--- src/adc_port_pkg.sv ---
// constants, command layout and state types shared by both ends of the
// serial command port.
// assumes both ends run from one 10 MHz core clock of their own.
package adc_port_pkg;

   // ***************************************************************
   // timing
   // ***************************************************************
   localparam int CORE_CLK_NS = 100;
   // host serial clock half period; long enough for two synchronisers
   localparam int SCLK_HALF_NS = 800;
   localparam logic [3:0] SCLK_HALF_CYC = 4'(SCLK_HALF_NS / CORE_CLK_NS);

   // ***************************************************************
   // command byte layout, first bit on the wire is bit 7
   // ***************************************************************
   localparam int CMD_BITS = 8;
   localparam int WGATE_POS = 7;
   localparam int FIXED_POS = 6;
   localparam int RSEL_HI_POS = 5;
   localparam int RSEL_LO_POS = 4;
   localparam int RNW_POS = 3;
   localparam int CONTINUOUS_READ_BIT_POS = 2;
   localparam int CH_HI_POS = 1;
   localparam int CH_LO_POS = 0;
   localparam logic [7:0] CMD_RST = 8'h00;

   // ***************************************************************
   // register selection and reset values
   // ***************************************************************
   localparam logic [1:0] SEL_STATUS = 2'h0;
   localparam logic [1:0] SEL_MODE = 2'h1;
   localparam logic [1:0] SEL_FILTER = 2'h2;
   localparam logic [1:0] SEL_DATA = 2'h3;
   localparam int STATUS_READY_POS = 7;
   localparam logic [7:0] MODE_RST = 8'h00;
   localparam logic [7:0] FILTER_RST = 8'h00;
   localparam logic [23:0] DATA_RST = 24'h000000;
   localparam logic [4:0] LEN_NONE = 5'h00;
   localparam logic [4:0] LEN_REG = 5'h08;
   localparam logic [4:0] LEN_DATA = 5'h18;
   localparam logic [5:0] RECOVER_ONES = 6'h20;

   // ***************************************************************
   // state types
   // ***************************************************************
   typedef enum logic [1:0] {
      DEV_IDLE = 2'h0,
      DEV_CMD = 2'h1,
      DEV_WRITE = 2'h3,
      DEV_READ = 2'h2
   } dev_state_t;

   typedef enum logic [1:0] {
      HOST_IDLE = 2'h0,
      HOST_LOW = 2'h1,
      HOST_HIGH = 2'h3,
      HOST_END = 2'h2
   } host_state_t;

   // data bits that follow a command byte
   function automatic logic [4:0] access_len(input logic [7:0] cmd);
      logic [1:0] sel;
      sel = {cmd[RSEL_HI_POS], cmd[RSEL_LO_POS]};
      if (cmd[RNW_POS]) begin
         access_len = (sel == SEL_DATA) ? LEN_DATA : LEN_REG;
      end else if (sel == SEL_MODE || sel == SEL_FILTER) begin
         access_len = LEN_REG;
      end else begin
         access_len = LEN_NONE;
      end
   endfunction

endpackage

--- src/adc_port_if.sv ---
// serial link between the converter port and its host.
// assumes the serial output line has a pull-up while nobody drives it.
`timescale 1ns/1ps
`default_nettype none
interface adc_port_if;
   logic sclk;
   logic cs_n;
   logic din;
   logic dout;
   logic dout_oe_n;
   logic dout_line;

   // released line floats high
   assign dout_line = dout_oe_n ? 1'b1 : dout;

   modport dev (
      input sclk,
      input cs_n,
      input din,
      output dout,
      output dout_oe_n
   );

   modport host (
      output sclk,
      output cs_n,
      output din,
      input dout_line
   );
endinterface
`default_nettype wire

--- src/adc_port_dev.sv ---
// converter end of the serial command port: command byte decode,
// register shifting, ready signalling and 32-ones recovery.
// assumes a conversion engine on core_clk giving conv_done and
// update_soon pulses; link pins are asynchronous to core_clk.
`timescale 1ns/1ps
`default_nettype none

// Operation
// serial output goes low on finished conversion
// unread result: line high before next update
// host may use falling edge as interrupt
// output bits change on falling serial clock
// deselected: output released, flag keeps updating
// conversion ready flag held in status register
// any register loadable into output shifter
// written bits go to selected control register
// command register: eight bits, write only
// host opens every access with command byte
// after access, back to waiting for command
// after reset, interface waits for command
// 32 ones on input resets whole part
// command byte sent most significant first
// command byte field layout fixed
// command bits reset to zero
// leading one holds position, loads nothing
// read_not_write: 0 write, 1 read
// register_select picks the addressed register
// host may tie chip select low
// input sampled on rising serial clock
module adc_port_dev (
   // clock and reset
   input wire logic core_clk,
   input wire logic srst,
   // serial link
   adc_port_if.dev link,
   // conversion engine
   input wire logic conv_done,
   input wire logic [23:0] conv_data,
   input wire logic update_soon,
   // configuration and status
   output logic [7:0] mode_q,
   output logic [7:0] filter_q,
   output logic [1:0] channel_q,
   output logic continuous_read_bit_q,
   output logic ready_q
);

   // ***************************************************************
   // state
   // ***************************************************************
   typedef struct packed {
      logic sclk_s1;
      logic sclk_s2;
      logic sclk_d;
      logic cs_s1;
      logic cs_s2;
      logic din_s1;
      logic din_s2;
      adc_port_pkg::dev_state_t state;
      logic [7:0] cmd;
      logic [7:0] in_sh;
      logic [23:0] out_sh;
      logic [4:0] cnt;
      logic [4:0] len;
      logic [5:0] ones;
      logic [7:0] mode;
      logic [7:0] filter;
      logic [23:0] data;
      logic ready;
      logic dout;
      logic oe_n;
   } dev_st_t;

   dev_st_t st_ff;
   dev_st_t nxt_st;

   // functional state to reset values, synchronisers left as given
   function automatic dev_st_t fresh(input dev_st_t s);
      dev_st_t r;
      r = s;
      r.state = adc_port_pkg::DEV_IDLE;
      r.cmd = adc_port_pkg::CMD_RST;
      r.in_sh = 8'h00;
      r.out_sh = 24'h000000;
      r.cnt = 5'h00;
      r.len = 5'h00;
      r.ones = 6'h00;
      r.mode = adc_port_pkg::MODE_RST;
      r.filter = adc_port_pkg::FILTER_RST;
      r.data = adc_port_pkg::DATA_RST;
      r.ready = 1'b0;
      r.dout = 1'b1;
      r.oe_n = 1'b1;
      return r;
   endfunction

   // ***************************************************************
   // next state
   // ***************************************************************
   always_comb begin
      logic rise;
      logic fall;
      logic sel;
      logic bit_in;
      logic [7:0] new_cmd;
      logic [1:0] rsel;
      logic [7:0] status;
      rise = 1'b0;
      fall = 1'b0;
      sel = 1'b0;
      bit_in = 1'b0;
      new_cmd = 8'h00;
      rsel = 2'h0;
      status = 8'h00;
      nxt_st = st_ff;

      // first stage feeds only the second
      nxt_st.sclk_s1 = link.sclk;
      nxt_st.sclk_s2 = st_ff.sclk_s1;
      nxt_st.sclk_d = st_ff.sclk_s2;
      nxt_st.cs_s1 = link.cs_n;
      nxt_st.cs_s2 = st_ff.cs_s1;
      nxt_st.din_s1 = link.din;
      nxt_st.din_s2 = st_ff.din_s1;
      rise = st_ff.sclk_s2 & ~st_ff.sclk_d;
      fall = ~st_ff.sclk_s2 & st_ff.sclk_d;
      sel = ~st_ff.cs_s2;
      bit_in = st_ff.din_s2;

      // conversion events run whatever the chip select does
      if (update_soon) begin
         nxt_st.ready = 1'b0;
      end

      // ***************************************************************
      // input side, one bit per rising serial clock
      // ***************************************************************
      if (sel && rise) begin
         nxt_st.in_sh = {st_ff.in_sh[6:0], bit_in};
         nxt_st.cnt = st_ff.cnt + 5'h01;
         case (st_ff.state)
            adc_port_pkg::DEV_IDLE: begin
               nxt_st.cnt = 5'h00;
               // a one here is not a start: stay on this bit
               if (!bit_in) begin
                  nxt_st.state = adc_port_pkg::DEV_CMD;
               end
            end
            adc_port_pkg::DEV_CMD: begin
               if (st_ff.cnt == 5'h06) begin
                  new_cmd = {1'b0, st_ff.in_sh[5:0], bit_in};
                  rsel = {new_cmd[adc_port_pkg::RSEL_HI_POS],
                          new_cmd[adc_port_pkg::RSEL_LO_POS]};
                  status = 8'h00;
                  status[adc_port_pkg::STATUS_READY_POS] = st_ff.ready;
                  status[1:0] = st_ff.cmd[1:0];
                  nxt_st.cmd = new_cmd;
                  nxt_st.cnt = 5'h00;
                  nxt_st.len = adc_port_pkg::access_len(new_cmd);
                  case (rsel)
                     adc_port_pkg::SEL_STATUS: begin
                        nxt_st.out_sh = {status, 16'h0000};
                     end
                     adc_port_pkg::SEL_MODE: begin
                        nxt_st.out_sh = {st_ff.mode, 16'h0000};
                     end
                     adc_port_pkg::SEL_FILTER: begin
                        nxt_st.out_sh = {st_ff.filter, 16'h0000};
                     end
                     default: begin
                        nxt_st.out_sh = st_ff.data;
                     end
                  endcase
                  if (adc_port_pkg::access_len(new_cmd) ==
                      adc_port_pkg::LEN_NONE) begin
                     nxt_st.state = adc_port_pkg::DEV_IDLE;
                  end else if (new_cmd[adc_port_pkg::RNW_POS]) begin
                     nxt_st.state = adc_port_pkg::DEV_READ;
                  end else begin
                     nxt_st.state = adc_port_pkg::DEV_WRITE;
                  end
               end
            end
            adc_port_pkg::DEV_WRITE: begin
               if (st_ff.cnt == st_ff.len - 5'h01) begin
                  if (st_ff.cmd[adc_port_pkg::RSEL_LO_POS]) begin
                     nxt_st.mode = {st_ff.in_sh[6:0], bit_in};
                  end else begin
                     nxt_st.filter = {st_ff.in_sh[6:0], bit_in};
                  end
                  nxt_st.state = adc_port_pkg::DEV_IDLE;
               end
            end
            adc_port_pkg::DEV_READ: begin
               if (st_ff.cnt == st_ff.len - 5'h01) begin
                  // a result read out is no longer fresh
                  if ({st_ff.cmd[adc_port_pkg::RSEL_HI_POS],
                       st_ff.cmd[adc_port_pkg::RSEL_LO_POS]} ==
                      adc_port_pkg::SEL_DATA) begin
                     nxt_st.ready = 1'b0;
                  end
                  nxt_st.state = adc_port_pkg::DEV_IDLE;
               end
            end
            default: begin
               nxt_st.state = adc_port_pkg::DEV_IDLE;
            end
         endcase

         // recovery counts ones in any state, even mid-read
         if (bit_in) begin
            if (st_ff.ones == adc_port_pkg::RECOVER_ONES - 6'h01) begin
               nxt_st = fresh(nxt_st);
            end else begin
               nxt_st.ones = st_ff.ones + 6'h01;
            end
         end else begin
            nxt_st.ones = 6'h00;
         end
      end

      // a new result wins over any clear in the same cycle
      if (conv_done) begin
         nxt_st.data = conv_data;
         nxt_st.ready = 1'b1;
      end

      // ***************************************************************
      // output side
      // ***************************************************************
      if (nxt_st.state == adc_port_pkg::DEV_READ &&
          st_ff.state == adc_port_pkg::DEV_READ) begin
         if (sel && fall) begin
            nxt_st.dout = st_ff.out_sh[23];
            nxt_st.out_sh = {st_ff.out_sh[22:0], 1'b0};
         end
      end else if (nxt_st.state != adc_port_pkg::DEV_READ) begin
         // between accesses the line shows the ready flag, low = fresh
         nxt_st.dout = ~nxt_st.ready;
      end
      nxt_st.oe_n = st_ff.cs_s2;

      if (srst) begin
         nxt_st = fresh(dev_st_t'('1));
      end
   end

   // ***************************************************************
   // registers
   // ***************************************************************
   always_ff @(posedge core_clk) begin
      st_ff <= nxt_st;
   end

   assign link.dout = st_ff.dout;
   assign link.dout_oe_n = st_ff.oe_n;
   assign mode_q = st_ff.mode;
   assign filter_q = st_ff.filter;
   assign channel_q = {st_ff.cmd[adc_port_pkg::CH_HI_POS],
                       st_ff.cmd[adc_port_pkg::CH_LO_POS]};
   assign continuous_read_bit_q = st_ff.cmd[adc_port_pkg::CONTINUOUS_READ_BIT_POS];
   assign ready_q = st_ff.ready;

endmodule // adc_port_dev
`default_nettype wire

--- src/flat_wrapper.sv ---
// flat-port wrapper written by rule: the top's interface ports become plain ports
module adc_port_dev_flat 
  (core_clk, srst, conv_done, conv_data, update_soon, mode_q, filter_q, channel_q, continuous_read_bit_q, ready_q, link_sclk, link_cs_n, link_din, link_dout, link_dout_oe_n);
  adc_port_if link_i ();
  input wire logic core_clk;
  input wire logic srst;
  input wire logic conv_done;
  input wire logic [23:0] conv_data;
  input wire logic update_soon;
  output logic [7:0] mode_q;
  output logic [7:0] filter_q;
  output logic [1:0] channel_q;
  output logic continuous_read_bit_q;
  output logic ready_q;
  input wire logic [$bits(link_i.sclk)-1:0] link_sclk;
  input wire logic [$bits(link_i.cs_n)-1:0] link_cs_n;
  input wire logic [$bits(link_i.din)-1:0] link_din;
  output wire logic [$bits(link_i.dout)-1:0] link_dout;
  output wire logic [$bits(link_i.dout_oe_n)-1:0] link_dout_oe_n;
  assign link_i.sclk = link_sclk;
  assign link_i.cs_n = link_cs_n;
  assign link_i.din = link_din;
  assign link_dout = link_i.dout;
  assign link_dout_oe_n = link_i.dout_oe_n;
  adc_port_dev u_core (.core_clk(core_clk), .srst(srst), .link(link_i), .conv_done(conv_done), .conv_data(conv_data), .update_soon(update_soon), .mode_q(mode_q), .filter_q(filter_q), .channel_q(channel_q), .continuous_read_bit_q(continuous_read_bit_q), .ready_q(ready_q));
endmodule
--- config.mk ---
export PLATFORM = sky130hd
export DESIGN_NAME = adc_port_dev_flat
export DESIGN_NICKNAME = d
export VERILOG_FILES = /design/src/adc_port_pkg.sv /design/src/adc_port_if.sv /design/src/adc_port_dev.sv /design/src/flat_wrapper.sv
export SDC_FILE = /design/constraint.sdc
export NUM_CORES = 1
export LEC_CHECK = 0
export ABC_AREA = 1
export BUFFER_PORTS_ARGS = -buffer_cell sky130_fd_sc_hd__buf_2
export CAP_MARGIN = 20
export CORE_MARGIN = 3
export CORE_UTILIZATION = 61
export CTS_BUF_LIST = sky130_fd_sc_hd__clkbuf_8
export CTS_CLUSTER_DIAMETER = 40
export CTS_CLUSTER_SIZE = 25
export DETAILED_ROUTE_END_ITERATION = 16
export PLACE_DENSITY = 0.92
export SLEW_MARGIN = 20
export SYNTH_ARGS = -nofsm -noshare
export SYNTH_HDL_FRONTEND = slang
export SYNTH_SLANG_ARGS = --single-unit
--- constraint.sdc ---
create_clock -name core_clk -period 2.35 [get_ports core_clk]
set_input_delay 0.235 -clock core_clk [delete_from_list [all_inputs] [get_ports core_clk]]
set_output_delay 0.235 -clock core_clk [all_outputs]
set_load 0.005 [all_outputs]
== Word-level counts from Yosys, hierarchy flattened ==
Index checks and enable logic that the tools add are counted.

* Multiplexer cells: 39
* Reductions and logical operators: 12
* Add/sub/neg operators: 3
* Bitwise operators: 6
* Equality and inequality tests: 12

{| class="wikitable"
|+ Operator list
! operator !! number
|-
| 52-bit two-way mux || 2
|-
| 101-bit two-way mux || 1
|-
| 43-bit two-way mux || 2
|-
| 24-bit two-way mux || 3
|-
| 24-bit case mux with 3 select lines || 1
|-
| 34-bit two-way mux || 1
|-
| 16-bit two-way mux || 2
|-
| 5-bit two-way mux || 6
|-
| 25-bit two-way mux || 1
|-
| 8-bit two-way mux || 3
|-
| 2-bit == test, second input constant || 6
|-
| 6-bit two-way mux || 2
|-
| 10-bit two-way mux || 1
|-
| 5-bit case mux with 2 select lines || 1
|-
| 1-bit two-way mux || 8
|-
| 6-bit by 1-bit adder with 6-bit output, second input constant || 1
|-
| 6-bit by 5-bit == test with 1-bit output, second input constant || 1
|-
| 2-bit two-way mux || 3
|-
| 2-bit case mux with 3 select lines || 1
|-
| 2-bit nonzero test || 3
|-
| 5-bit by 1-bit adder with 5-bit output, second input constant || 1
|-
| 5-bit by 3-bit == test with 1-bit output, second input constant || 1
|-
| 5-bit == test || 1
|-
| 5-bit logical NOT || 1
|-
| other kinds (11) || 19
|}

* Word-level logic and storage cells: 92
* Output and inout port bits: 22
* Register bits after elaboration: 108

== Logic depth before layout (Yosys ltp) ==
Gate-level depths: netlist of the first run.

* Depth after elaboration: 18
* Gate-level depth with buffers: 15

== Least setup slack after synthesis of the first run ==
No wires, ideal clock.

* Kind: reg-to-reg
* Start point: register u_core.st_ff[49] (netlist name)
* End point: register u_core.st_ff[59] (netlist name)
* Arrival time: 1.933 ns
* Setup time: 0.115 ns
* Setup slack: 0.303 ns
* Cell stages (with the launch flop): 15
* Clock period less this slack: 2.047 ns
* Cells stage by stage: dfxtp_1 inv_2 ha_1 inv_1 nand2_1 nand2_1 nand2_1 nor2_1 nand3_2 nand2_1 nand2_2 a21oi_4 nand3_4 buf_6 o21a_1

* Longest elaborated chain between the ends: 10

{| class="wikitable"
|+ RTL lines
! element !! line !! source
|-
| from (decl) || adc_port_dev.sv:74 || <nowiki>dev_st_t st_ff;</nowiki>
|-
| from (signal assigned) || adc_port_dev.sv:252 || <nowiki>st_ff <= nxt_st;</nowiki>
|-
| 5-bit by 1-bit subtractor with 5-bit output (*) || adc_port_dev.sv:185, adc_port_dev.sv:195 ||
|-
| 5-bit == test (*) || adc_port_dev.sv:185, adc_port_dev.sv:195 ||
|-
| 2-bit two-way mux (*) || adc_port_dev.sv:185, adc_port_dev.sv:195 ||
|-
| 2-bit case mux with 3 select lines (*) || adc_port_dev.sv:141 || <nowiki>case (st_ff.state)</nowiki>
|-
| 52-bit two-way mux || adc_port_dev.sv:212 || <nowiki>if (st_ff.ones == adc_port_pkg::RECOVER_ONES - 6'h01) begin</nowiki>
|-
| 52-bit two-way mux (*) || adc_port_dev.sv:211 || <nowiki>if (bit_in) begin</nowiki>
|-
| 101-bit two-way mux (*) || adc_port_dev.sv:138 || <nowiki>if (sel && rise) begin</nowiki>
|-
| 2-bit == test (*) || adc_port_dev.sv:231 || <nowiki>if (nxt_st.state == adc_port_pkg::DEV_READ &&</nowiki>
|-
| 1-bit logical AND (*) || adc_port_dev.sv:231 ||
|-
| 24-bit two-way mux (*) || adc_port_dev.sv:231 ||
|}

Mark *: on every way between the ends. The rest lies on a longest branch, timed or not. The select of a mux whose other input is x is not followed.
A chain may end at the register's enable or synchronous reset.

== Worst setup path after layout of the first run ==
* Start point: register u_core.st_ff[43] (netlist name)
* End point: register u_core.st_ff[62] (netlist name)

* Longest elaborated chain between the ends: 7

{| class="wikitable"
|+ RTL lines
! element !! line
|-
| 6-bit by 5-bit == test with 1-bit output (*) || adc_port_dev.sv:212
|-
| 52-bit two-way mux (*) || adc_port_dev.sv:212
|-
| 52-bit two-way mux (*) || adc_port_dev.sv:211
|-
| 101-bit two-way mux (*) || adc_port_dev.sv:138
|-
| 2-bit == test || adc_port_dev.sv:231
|-
| 1-bit logical AND || adc_port_dev.sv:231
|-
| 24-bit two-way mux (*) || adc_port_dev.sv:231
|}

Marks and branches as above.

==> results of run 1 <==
-- kinds of logic (layout without fill, tap and decap cells) --
group | count (synthesis) | in the layout | synth area share
xor gates and xnor gates | 3 | 3 | 0.00488
adders and majority gates | 9 | 9 | 0.0209
buffers and inverters | 110 | 141 | 0.0976
DFF | 104 | 104 | 0.387
and+or+nand+nor | 421 | 422 | 0.336
AOI/OAI and AO/OA | 147 | 147 | 0.155
-- cells in the final DEF (no fill, tap or decap), drive strengths merged --
cell type / instances
nand2: 287
dfxtp: 104
a21oi: 84
buf: 78
nand3: 53
inv: 48
o21ai: 40
nor2: 39
nand4: 27
clkbuf: 12
a31oi: 9
ha: 9
a22oi: 7
nor3: 7
or2: 6
xor2: 3
clkinv: 3
and2: 2
o21a: 2
a221oi: 2
nand3b: 1
o211ai: 1
a211oi: 1
o22ai: 1
-- stage by stage --
step | setup WS, ns | hold WS (ns)
after global placement | 0.203 | 0.399
after global routing | -0.104 | 0.0355
after floorplan | 0.303 | 0.339
after CTS | 0.0931 | 0.0366
after detailed placement | 0.0907 | 0.397
final | 0.0779 | 0.0404
-- per-layer routing --
metal  share of wire  vias to the layer above
li1                -                     2640
met1            0.40                     2578
met2            0.48                      380
met3           0.097                       74
met4           0.031                        0
met5               0                        -
-- cell usage after synthesis --
library cell	instances	area, sq um
nand2_1	283	1060
dfxtp_1	104	2080
a21oi_1	81	405
nand3_1	50	250
inv_1	39	146
nor2_1	36	135
clkbuf_1	27	101
nand4_1	27	169
o21ai_0	26	130
buf_4	24	180
a31oi_1	9	56.3
ha_1	9	113
o21ai_1	8	40.0
a22oi_1	7	52.6
buf_2	6	30.0
inv_2	6	22.5
o21ai_2	6	52.6
or2_2	6	37.5
buf_1	5	18.8
nand2_2	4	25.0
nor3_1	4	20.0
xor2_1	3	26.3
a21oi_4	2	32.5
a221oi_1	2	17.5
and2_1	2	12.5
buf_6	2	22.5
nor2_2	2	12.5
nor3_2	2	20.0
o21a_1	2	15.0
a211oi_1	1	7.51
a21oi_2	1	8.76
clkinv_1	1	3.75
nand3_2	1	10.0
nand3_4	1	17.5
nand3b_1	1	7.51
nor2_4	1	11.3
nor3_4	1	16.3
o211ai_1	1	7.51
o22ai_1	1	6.26
-- worst max-delay path by stage --
stage	to
after floorplan	u_core.st_ff[59]
after global placement	u_core.st_ff[59]
after detailed placement	u_core.st_ff[59]
after CTS	u_core.st_ff[59]
after global routing	u_core.st_ff[62]
final	u_core.st_ff[62]
-- power by group through the flow --
| stage | clock network [uW] | logic [uW] | registers (uW) |
|---|---|---|---|
| final | 1130 | 136 | 1810 |
| after global routing | 1220 | 149 | 1820 |
| after CTS | 1140 | 130 | 1810 |
| after detailed placement | 0 | 129 | 1850 |
| after global placement | 0 | 125 | 1850 |
| after floorplan | 0 | 80.4 | 1840 |
-- state kept, by name (all words and copies together), names as in the netlist --
register                      count
u_core.continuous_read_bit_q      1
u_core.filter_q                   8
u_core.mode_q                     8
u_core.channel_q                  2
u_core.ready_q                    1
u_core.link.dout_oe_n             1
u_core.st_ff                     82
u_core.link.dout                  1
-- area by class of cell --
type,count,area (sq um)
timing repair buffer,79,526
fill,628,2460
tap,105,131
inverter,46,173
multi-input combinational,581,2810
sequential,104,2080
clock inverter,5,46.3
clock buffer,11,151
-- repair_timing --
action                     4_1_cts  5_1_grt
setup buffers                    0        9
hold endpoints to repair         0        0
hold buffers                     0        0
setup endpoints to repair        0       25
resized for setup                0        8
==> impl_metrics.json, run 1 <==
{
  "diodes": 0,
  "numCtsBuffers": 9,
  "maxCapViolCount": 0,
  "leakagePower_uw": 0.00237,
  "clock-root-buffer": "clkbuf_8",
  "num_vias": 5672,
  "synth-seq-area-share": 0.387,
  "cp_data_required_time_ns": 2.67,
  "initialDrtViolationCount": 747,
  "post-route-min-period_ns": 2.27,
  "path_depth": 12,
  "fp.dieArea_sq_um": 9990,
  "wl_um": 14600,
  "drive_gt1_frac": 0.161,
  "clock_path_buffers": 2,
  "fp-row-count": 33,
  "irDropWorstVdd_mv": 0.432,
  "critPathKind": "reg2reg",
  "placed_area_sq_um": 5580,
  "clock_power_share": 0.368,
  "ys_warn_count": 0,
  "insertion_delay_ns": 0.38,
  "vias_per_cell": 6.09,
  "tns_ns": 0,
  "hpwl_um": 9210,
  "outcome": "finished, final reports clean",
  "htreeDepth": 3,
  "critPathSlowestCell": "dfxtp_1",
  "port_buffers": 52,
  "min_from": "link_din",
  "drc_errors": 0,
  "grt_util_met2": 0.466,
  "cp-start-kind": "flip-flop",
  "p_int_uw": 2310,
  "post_drt_wl_per_cell_um": 15.7,
  "r2r_end": "u_core.st_ff[62]",
  "coreArea_sq_um": 8380,
  "antenna_found_initial": 0,
  "grt-ovfl-total": 0,
  "track_usage": 0.283,
  "grt_max_degree": 41,
  "grtUsageMet1": 0.368,
  "final_util": 0.706,
  "avgSynthCellArea_sq_um": 6.78,
  "fp.dieW_um": 100,
  "hold_viol": 0,
  "r2r-start": "u_core.st_ff[43]",
  "grt_pass1_wl_um": 23500,
  "synth-seq-cells": 104,
  "p_per_area_nw_per_um2": 521,
  "fmax_ghz": 0.440,
  "crit_family": "simple AND/OR/NAND/NOR gates",
  "crit_fanout": 12,
  "slowest_delay_ns": 0.41,
  "ys_types": 39,
  "crit_top_cell": "nand3_1",
  "path_clk_slew_ns": 0.11,
  "power_frac_seq": 0.588,
  "grt_pass1_vias": 5151,
  "start_util": 0.642,
  "rrSetupSlack_ns": 0.08,
  "period_share": 0.967,
  "finalClockSkew_ns": 0.0152,
  "slew_headroom": 0.472,
  "hold_end": "u_core.st_ff[102]",
  "final_cell_area_sq_um": 5920,
  "ant_nets": 0,
  "crit_buf_inv": 2,
  "min_path_type": "in2reg",
  "use_met3": 0.0598,
  "drtPass1Iterations": 7,
  "setup_viol": 0,
  "gp_congestion": 0.910,
  "syn-num-nets": 834,
  "timing.reg2reg.worst_path_depth": 12,
  "switchingPower_uw": 775,
  "pwr-share-comb": 0.044,
  "cts_tree": "done",
  "layout.cells.non_filler": 931,
  "final_nets": 861,
  "crit_path_end_kind": "flip-flop",
  "switching_share": 0.251,
  "crit_start": "u_core.st_ff[43]",
  "path_cells": "ha_1 > nand3_1 > nor2_1 > nand3_1 > inv_2 > nand2_2 > o21ai_1 > a21oi_4 > buf_4 > nand3_4 > nand2_1 > a21oi_1",
  "final_max_slew_viol_count": 0,
  "min_path_cells": 2,
  "netlist_area_sq_um": 5390,
  "syn_inst": 794,
  "total_power_uw": 3080,
  "placed_cells": 904,
  "clock_sinks": 104,
  "fp.dieH_um": 100,
  "syn_to_final_growth_pct": 9.92,
  "ios": 53,
  "worst_pin_slew_ns": 0.791,
  "grt.busiest_layer": "met2",
  "arrival_ns": 2.59
}
Note: power is estimated with default switching activity, not from simulation.
==> run 2, diff against run 1 <==
- CORE_UTILIZATION: 61 -> 40
- PLACE_DENSITY: 0.92 -> 0.68
==> run 2 against run 1 <==
Against the previous run:
- clock power is essentially flat
- wire length shrank 7.0%
- power decreased by 0.96%
- via count is 10% lower
- largest power group unchanged
==> impl_metrics.json, run 2 (synthesis results as in run 1) <==
{
  "grt-ovfl-total": 0,
  "min_path_type": "in2reg",
  "outcome": "finished, final reports clean",
  "largest_reg_flops": 82,
  "post-route-min-period_ns": 2.22,
  "final_cell_area_sq_um": 5980,
  "clock_path_buffers": 2,
  "route.met3.wl_um": 747,
  "placed_cells": 969,
  "r2r_end": "u_core.st_ff[77]",
  "start_util": 0.418,
  "antenna_found_initial": 0,
  "crit_start": "u_core.st_ff[49]",
  "n_fill_cell": 1357,
  "slowest_delay_ns": 0.34,
  "fmax_ghz": 0.451,
  "drt-met1-wl_um": 6670,
  "worst_pin_slew_ns": 0.666,
  "insertion_delay_ns": 0.39,
  "timing.reg2reg.worst_path_depth": 15,
  "crit_top_cell": "nand2_1",
  "topRoutingLayerUsed": "met4",
  "ant_nets": 0,
  "top_register": "u_core.st_ff",
  "cp-start-kind": "flip-flop",
  "slew_headroom": 0.553,
  "crit_path_end_kind": "flip-flop",
  "rsz0062_at_grt": "true",
  "htreeDepth": 3,
  "initialDrtViolationCount": 540,
  "path_clk_slew_ns": 0.09,
  "numCtsBuffers": 9,
  "setup_viol": 0,
  "hold_viol": 0,
  "drc_errors": 0,
  "whs_ns": 0.0400,
  "coreArea_sq_um": 12900,
  "cts_tree": "done",
  "critPathSlowestCell": "dfxtp_2",
  "r2r-start": "u_core.st_ff[49]",
  "path_cells": "inv_2 > ha_2 > inv_1 > nand2_1 > nand2_1 > nand2_1 > nor2_2 > nand3_2 > nand2_1 > nand2_2 > a21oi_4 > buf_6 > nand3_4 > nand2_1 > a21oi_1",
  "drive_gt1_frac": 0.154,
  "vias_per_cell": 5.12,
  "p_per_area_nw_per_um2": 511,
  "grt_max_degree": 99,
  "crit_fanout": 6,
  "arrival_ns": 2.48,
  "wl_met2_um": 5960,
  "fp.dieW_um": 122,
  "clock_sinks": 104,
  "ios": 53,
  "layout.cells.non_filler": 992,
  "grt_pass1_wl_um": 22100,
  "post_drt_wl_per_cell_um": 13.7,
  "total_power_uw": 3050,
  "rrSetupSlack_ns": 0.13,
  "fp.dieArea_sq_um": 14900,
  "cp-endpoint": "u_core.st_ff[77]",
  "clock-root-buffer": "clkbuf_8",
  "irDropWorstVdd_mv": 0.355,
  "diodes": 0,
  "tns_ns": 0,
  "final_max_slew_viol_count": 0,
  "finalClockSkew_ns": 0.0147,
  "maxCapViolCount": 0,
  "gp_congestion": 0.820,
  "syn_to_final_growth_pct": 11.0,
  "period_share": 0.943,
  "hpwl_um": 8650,
  "layout_common_cells": "nand2_1, dfxtp_1, a21oi_1, buf_2, nand3_1",
  "fp.dieH_um": 122,
  "placed_area_sq_um": 5670,
  "wl_um": 13600,
  "grt_pass1_vias": 4505,
  "fp-row-count": 41,
  "drtPass1Iterations": 5,
  "leakagePower_uw": 0.00235,
  "track_usage": 0.182,
  "final_nets": 856,
  "layout_commonest_cell": "nand2_1",
  "cp_data_required_time_ns": 2.61,
  "num_vias": 5080,
  "critPathKind": "reg2reg",
  "port_buffers": 52
}
==> run 2: cell types whose count changed in the layout (fill, tap and decap cells not counted), sizes merged <==
cell,previous run,this run
bufinv,0,1
buf,78,72
nand3,53,54
clkbuf,12,10
inv,48,46
clkinvlp,0,2
==> run 2: cell type report <==
cell class | instances | area (sq um) | area share
tap | 172 | 215 | 0.0360
timing repair buffer | 73 | 489 | 0.0819
sequential | 104 | 2080 | 0.349
clock inverter | 6 | 62.6 | 0.0105
multi-input combinational | 582 | 2830 | 0.474
inverter | 46 | 173 | 0.0289
clock buffer | 9 | 124 | 0.0207
==> run 2: per-stage QoR <==
stage	worst slack, ns	utilization
2_1_floorplan	0.303	-
3_3_place_gp	0.106	0.440
3_5_place_dp	0.0984	0.440
4_1_cts	0.0924	0.455
5_1_grt	-0.0249	0.464
6_report	0.133	0.464
==> run 2: how the worst min path moves through the flow <==
stage / startpoint / to / slack, ns / cells past startpoint
2_1_floorplan: link_din / u_core.st_ff[102] / 0.34 / 1
3_3_place_gp: u_core.st_ff[104] / u_core.st_ff[103] / 0.40 / 1
3_5_place_dp: u_core.st_ff[107] / u_core.st_ff[106] / 0.40 / 1
4_1_cts: link_sclk / u_core.st_ff[107] / 0.02 / 2
5_1_grt: link_sclk / u_core.st_ff[107] / 0.02 / 2
6_report: link_sclk / u_core.st_ff[107] / 0.04 / 2
==> run 2: power breakdown <==
group	internal, uW	leakage [uW]	total [uW]	switching [uW]
clock	483	0.0000925	1110	630
combinational	50.9	0.00141	131	80.0
sequential	1790	0.000845	1810	17.7
==> run 2: critical path, delay by kind of cell, from the launching register on <==
family          cells  cell delay, ns
fa+ha+maj           1            0.28
flops               1            0.34
buf+inv             3            0.32
simple gates        9            0.79
compound gates      2            0.38
==> run 2: timing repair <==
| item | in CTS | in global routing |
|---|---|---|
| setup buffers | 0 | 5 |
| endpoints found under the setup margin | 0 | 24 |
| resized for setup | 0 | 9 |
| hold buffers | 0 | 0 |
==> run 2: routing by layer <==
metal / GRT usage / vias up
met1: 0.261 / 2299
met4: 0.0483 / 0
met2: 0.272 / 142
met5: 0 / -
met3: 0.0483 / 11
li1: - / 2628
==> run 3, diff against run 2 <==
- PLACE_DENSITY: 0.68 -> 0.7
==> run 3 against run 2 <==
Against the previous run:
- first-iteration DRC count is 17% lower
- global-route usage is 0.11 points higher
- clock skew is 0.0050 ns higher
- via count hardly changed
- clock-buffer cell count is 3 higher
- power is 0.71% higher
- sequential power hardly changed
- design area is 0.52% lower
- worst hold slack worse by 0.0062 ns
- clock power hardly changed
- die area stayed put
- largest power group unchanged
==> impl_metrics.json, run 3 (synthesis results as in run 1) <==
{
  "drive_gt1_frac": 0.150,
  "r2r_end": "u_core.st_ff[69]",
  "maxCapViolCount": 0,
  "power_frac_seq": 0.589,
  "diodes": 0,
  "crit_path_end_kind": "flip-flop",
  "critPathSlowestCell": "dfxtp_1",
  "wl_um": 13500,
  "insertion_delay_ns": 0.39,
  "layout_common_cells": "nand2_1, dfxtp_1, a21oi_1, buf_2, nand3_1",
  "hpwl_um": 8670,
  "switching_share": 0.243,
  "switchingPower_uw": 748,
  "p_int_uw": 2330,
  "grt_pass1_wl_um": 22200,
  "final_max_slew_viol_count": 0,
  "port_buffers": 52,
  "track_usage": 0.183,
  "path_clk_slew_ns": 0.10,
  "cp-start-kind": "flip-flop",
  "num_vias": 5078,
  "post-route-min-period_ns": 2.20,
  "slew_headroom": 0.539,
  "timing.final.ws_setup_ns": 0.154,
  "min_path_cells": 2,
  "crit_buf_inv": 3,
  "largest_reg_flops": 82,
  "post_drt_wl_per_cell_um": 13.6,
  "drc_errors": 0,
  "ios": 53,
  "fp-row-count": 41,
  "coreArea_sq_um": 12900,
  "outcome": "finished, final reports clean",
  "crit_fanout": 27,
  "place_ws_ns": 0.123,
  "tns_ns": 0,
  "cts_tree": "done",
  "n_fill_cell": 1346,
  "clock_power_share": 0.369,
  "fmax_ghz": 0.455,
  "min_path_type": "in2reg",
  "hold_viol": 0,
  "worst_pin_slew_ns": 0.686,
  "timing.reg2reg.worst_path_depth": 12,
  "ant_nets": 0,
  "start_util": 0.418,
  "multiInputGateArea_sq_um": 2800,
  "p_per_area_nw_per_um2": 517,
  "min_from": "link_din",
  "period_share": 0.935,
  "leakagePower_uw": 0.00233,
  "slowest_delay_ns": 0.35,
  "numCtsBuffers": 9,
  "antenna_found_initial": 0,
  "register_area_sq_um": 2080,
  "initialDrtViolationCount": 450,
  "drtPass1Iterations": 5,
  "syn_to_final_growth_pct": 10.4,
  "rrSetupSlack_ns": 0.15,
  "htreeDepth": 3,
  "postCtsHoldBufs": 0,
  "grt_max_degree": 84,
  "pwr-share-comb": 0.042,
  "layout_commonest_cell": "nand2_1",
  "final_util": 0.462,
  "arrival_ns": 2.51,
  "top_register": "u_core.st_ff",
  "setup_viol": 0,
  "path_cells": "inv_1 > ha_1 > nand2_1 > clkinv_1 > nand2_2 > nor2_4 > o21a_1 > nor2_1 > a21oi_4 > buf_12 > nand4_1 > a21oi_1",
  "crit_family": "compound AO/OA/AOI/OAI gates",
  "hold_end": "u_core.st_ff[102]",
  "grt-ovfl-total": 0,
  "grt_pass1_vias": 4469,
  "vias_per_cell": 5.13,
  "clock_path_buffers": 2,
  "clock-root-buffer": "clkbuf_8",
  "fp.dieArea_sq_um": 14900,
  "cp_data_required_time_ns": 2.67,
  "gp_congestion": 0.867,
  "r2r-start": "u_core.st_ff[54]",
  "critPathKind": "reg2reg",
  "irDropWorstVdd_mv": 0.486,
  "finalClockSkew_ns": 0.0196,
  "fp.dieW_um": 122,
  "fp.dieH_um": 122,
  "final_nets": 853,
  "clock_sinks": 104
}
-- run 3: changes by cell type in the layout (fill, tap and decap cells not counted), sizes merged --
cell,change
clkinvlp,-2
inv,+1
nand3,-1
buf,-2
bufinv,-1
clkbuf,+3
-- run 3: timing repair --
item                       CTS  global route
buffers inserted             0             3
gates resized for setup      0             4
setup endpoints to repair    0            24
-- run 3: layout make-up --
class | instances | area share
flip-flops and latches | 104 | 0.350
well taps | 172 | 0.0362
clock buffers | 12 | 0.0278
inverters | 46 | 0.0290
multi-input cells | 581 | 0.472
clock inverters | 4 | 0.00589
repair buffers | 71 | 0.0791
-- run 3: metrics by stage --
step | total power (uW) | instances | hold slack [ns] | instance area, sq um
finish | 3080 | 990 | 0.0339 | 5950
CTS | 3100 | 985 | 0.0115 | 5870
global placement | 1980 | 969 | 0.400 | 5670
detailed placement | 1980 | 969 | 0.402 | 5670
global route | 3190 | 990 | 0.0131 | 5950
floorplan | 1930 | 794 | 0.339 | 5390
-- run 3: layer usage --
metal / GRT usage / vias up / wire [um]
li1: - / 2628 / -
met1: 0.262 / 2317 / 6590
met2: 0.282 / 123 / 6110
met3: 0.0436 / 10 / 685
met4: 0.0392 / 0 / 93
met5: 0 / - / 0
-- run 3: power groups by stage --
stage	combinational (uW)	clock [uW]	sequential, uW
floorplan	80.4	0	1840
global placement	130	0	1850
detailed placement	131	0	1850
CTS	131	1160	1810
global route	146	1230	1810
finish	131	1130	1810
-- run 3: how the worst max path moves through the flow --
stage,start,to,slack (ns),cells past startpoint
2_1_floorplan,u_core.st_ff[49],u_core.st_ff[59],0.30,14
3_3_place_gp,u_core.st_ff[49],u_core.st_ff[59],0.12,13
3_5_place_dp,u_core.st_ff[49],u_core.st_ff[59],0.12,13
4_1_cts,u_core.st_ff[49],u_core.st_ff[59],0.11,13
5_1_grt,u_core.st_ff[49],u_core.st_ff[69],-0.01,15
6_report,u_core.st_ff[54],u_core.st_ff[69],0.15,12
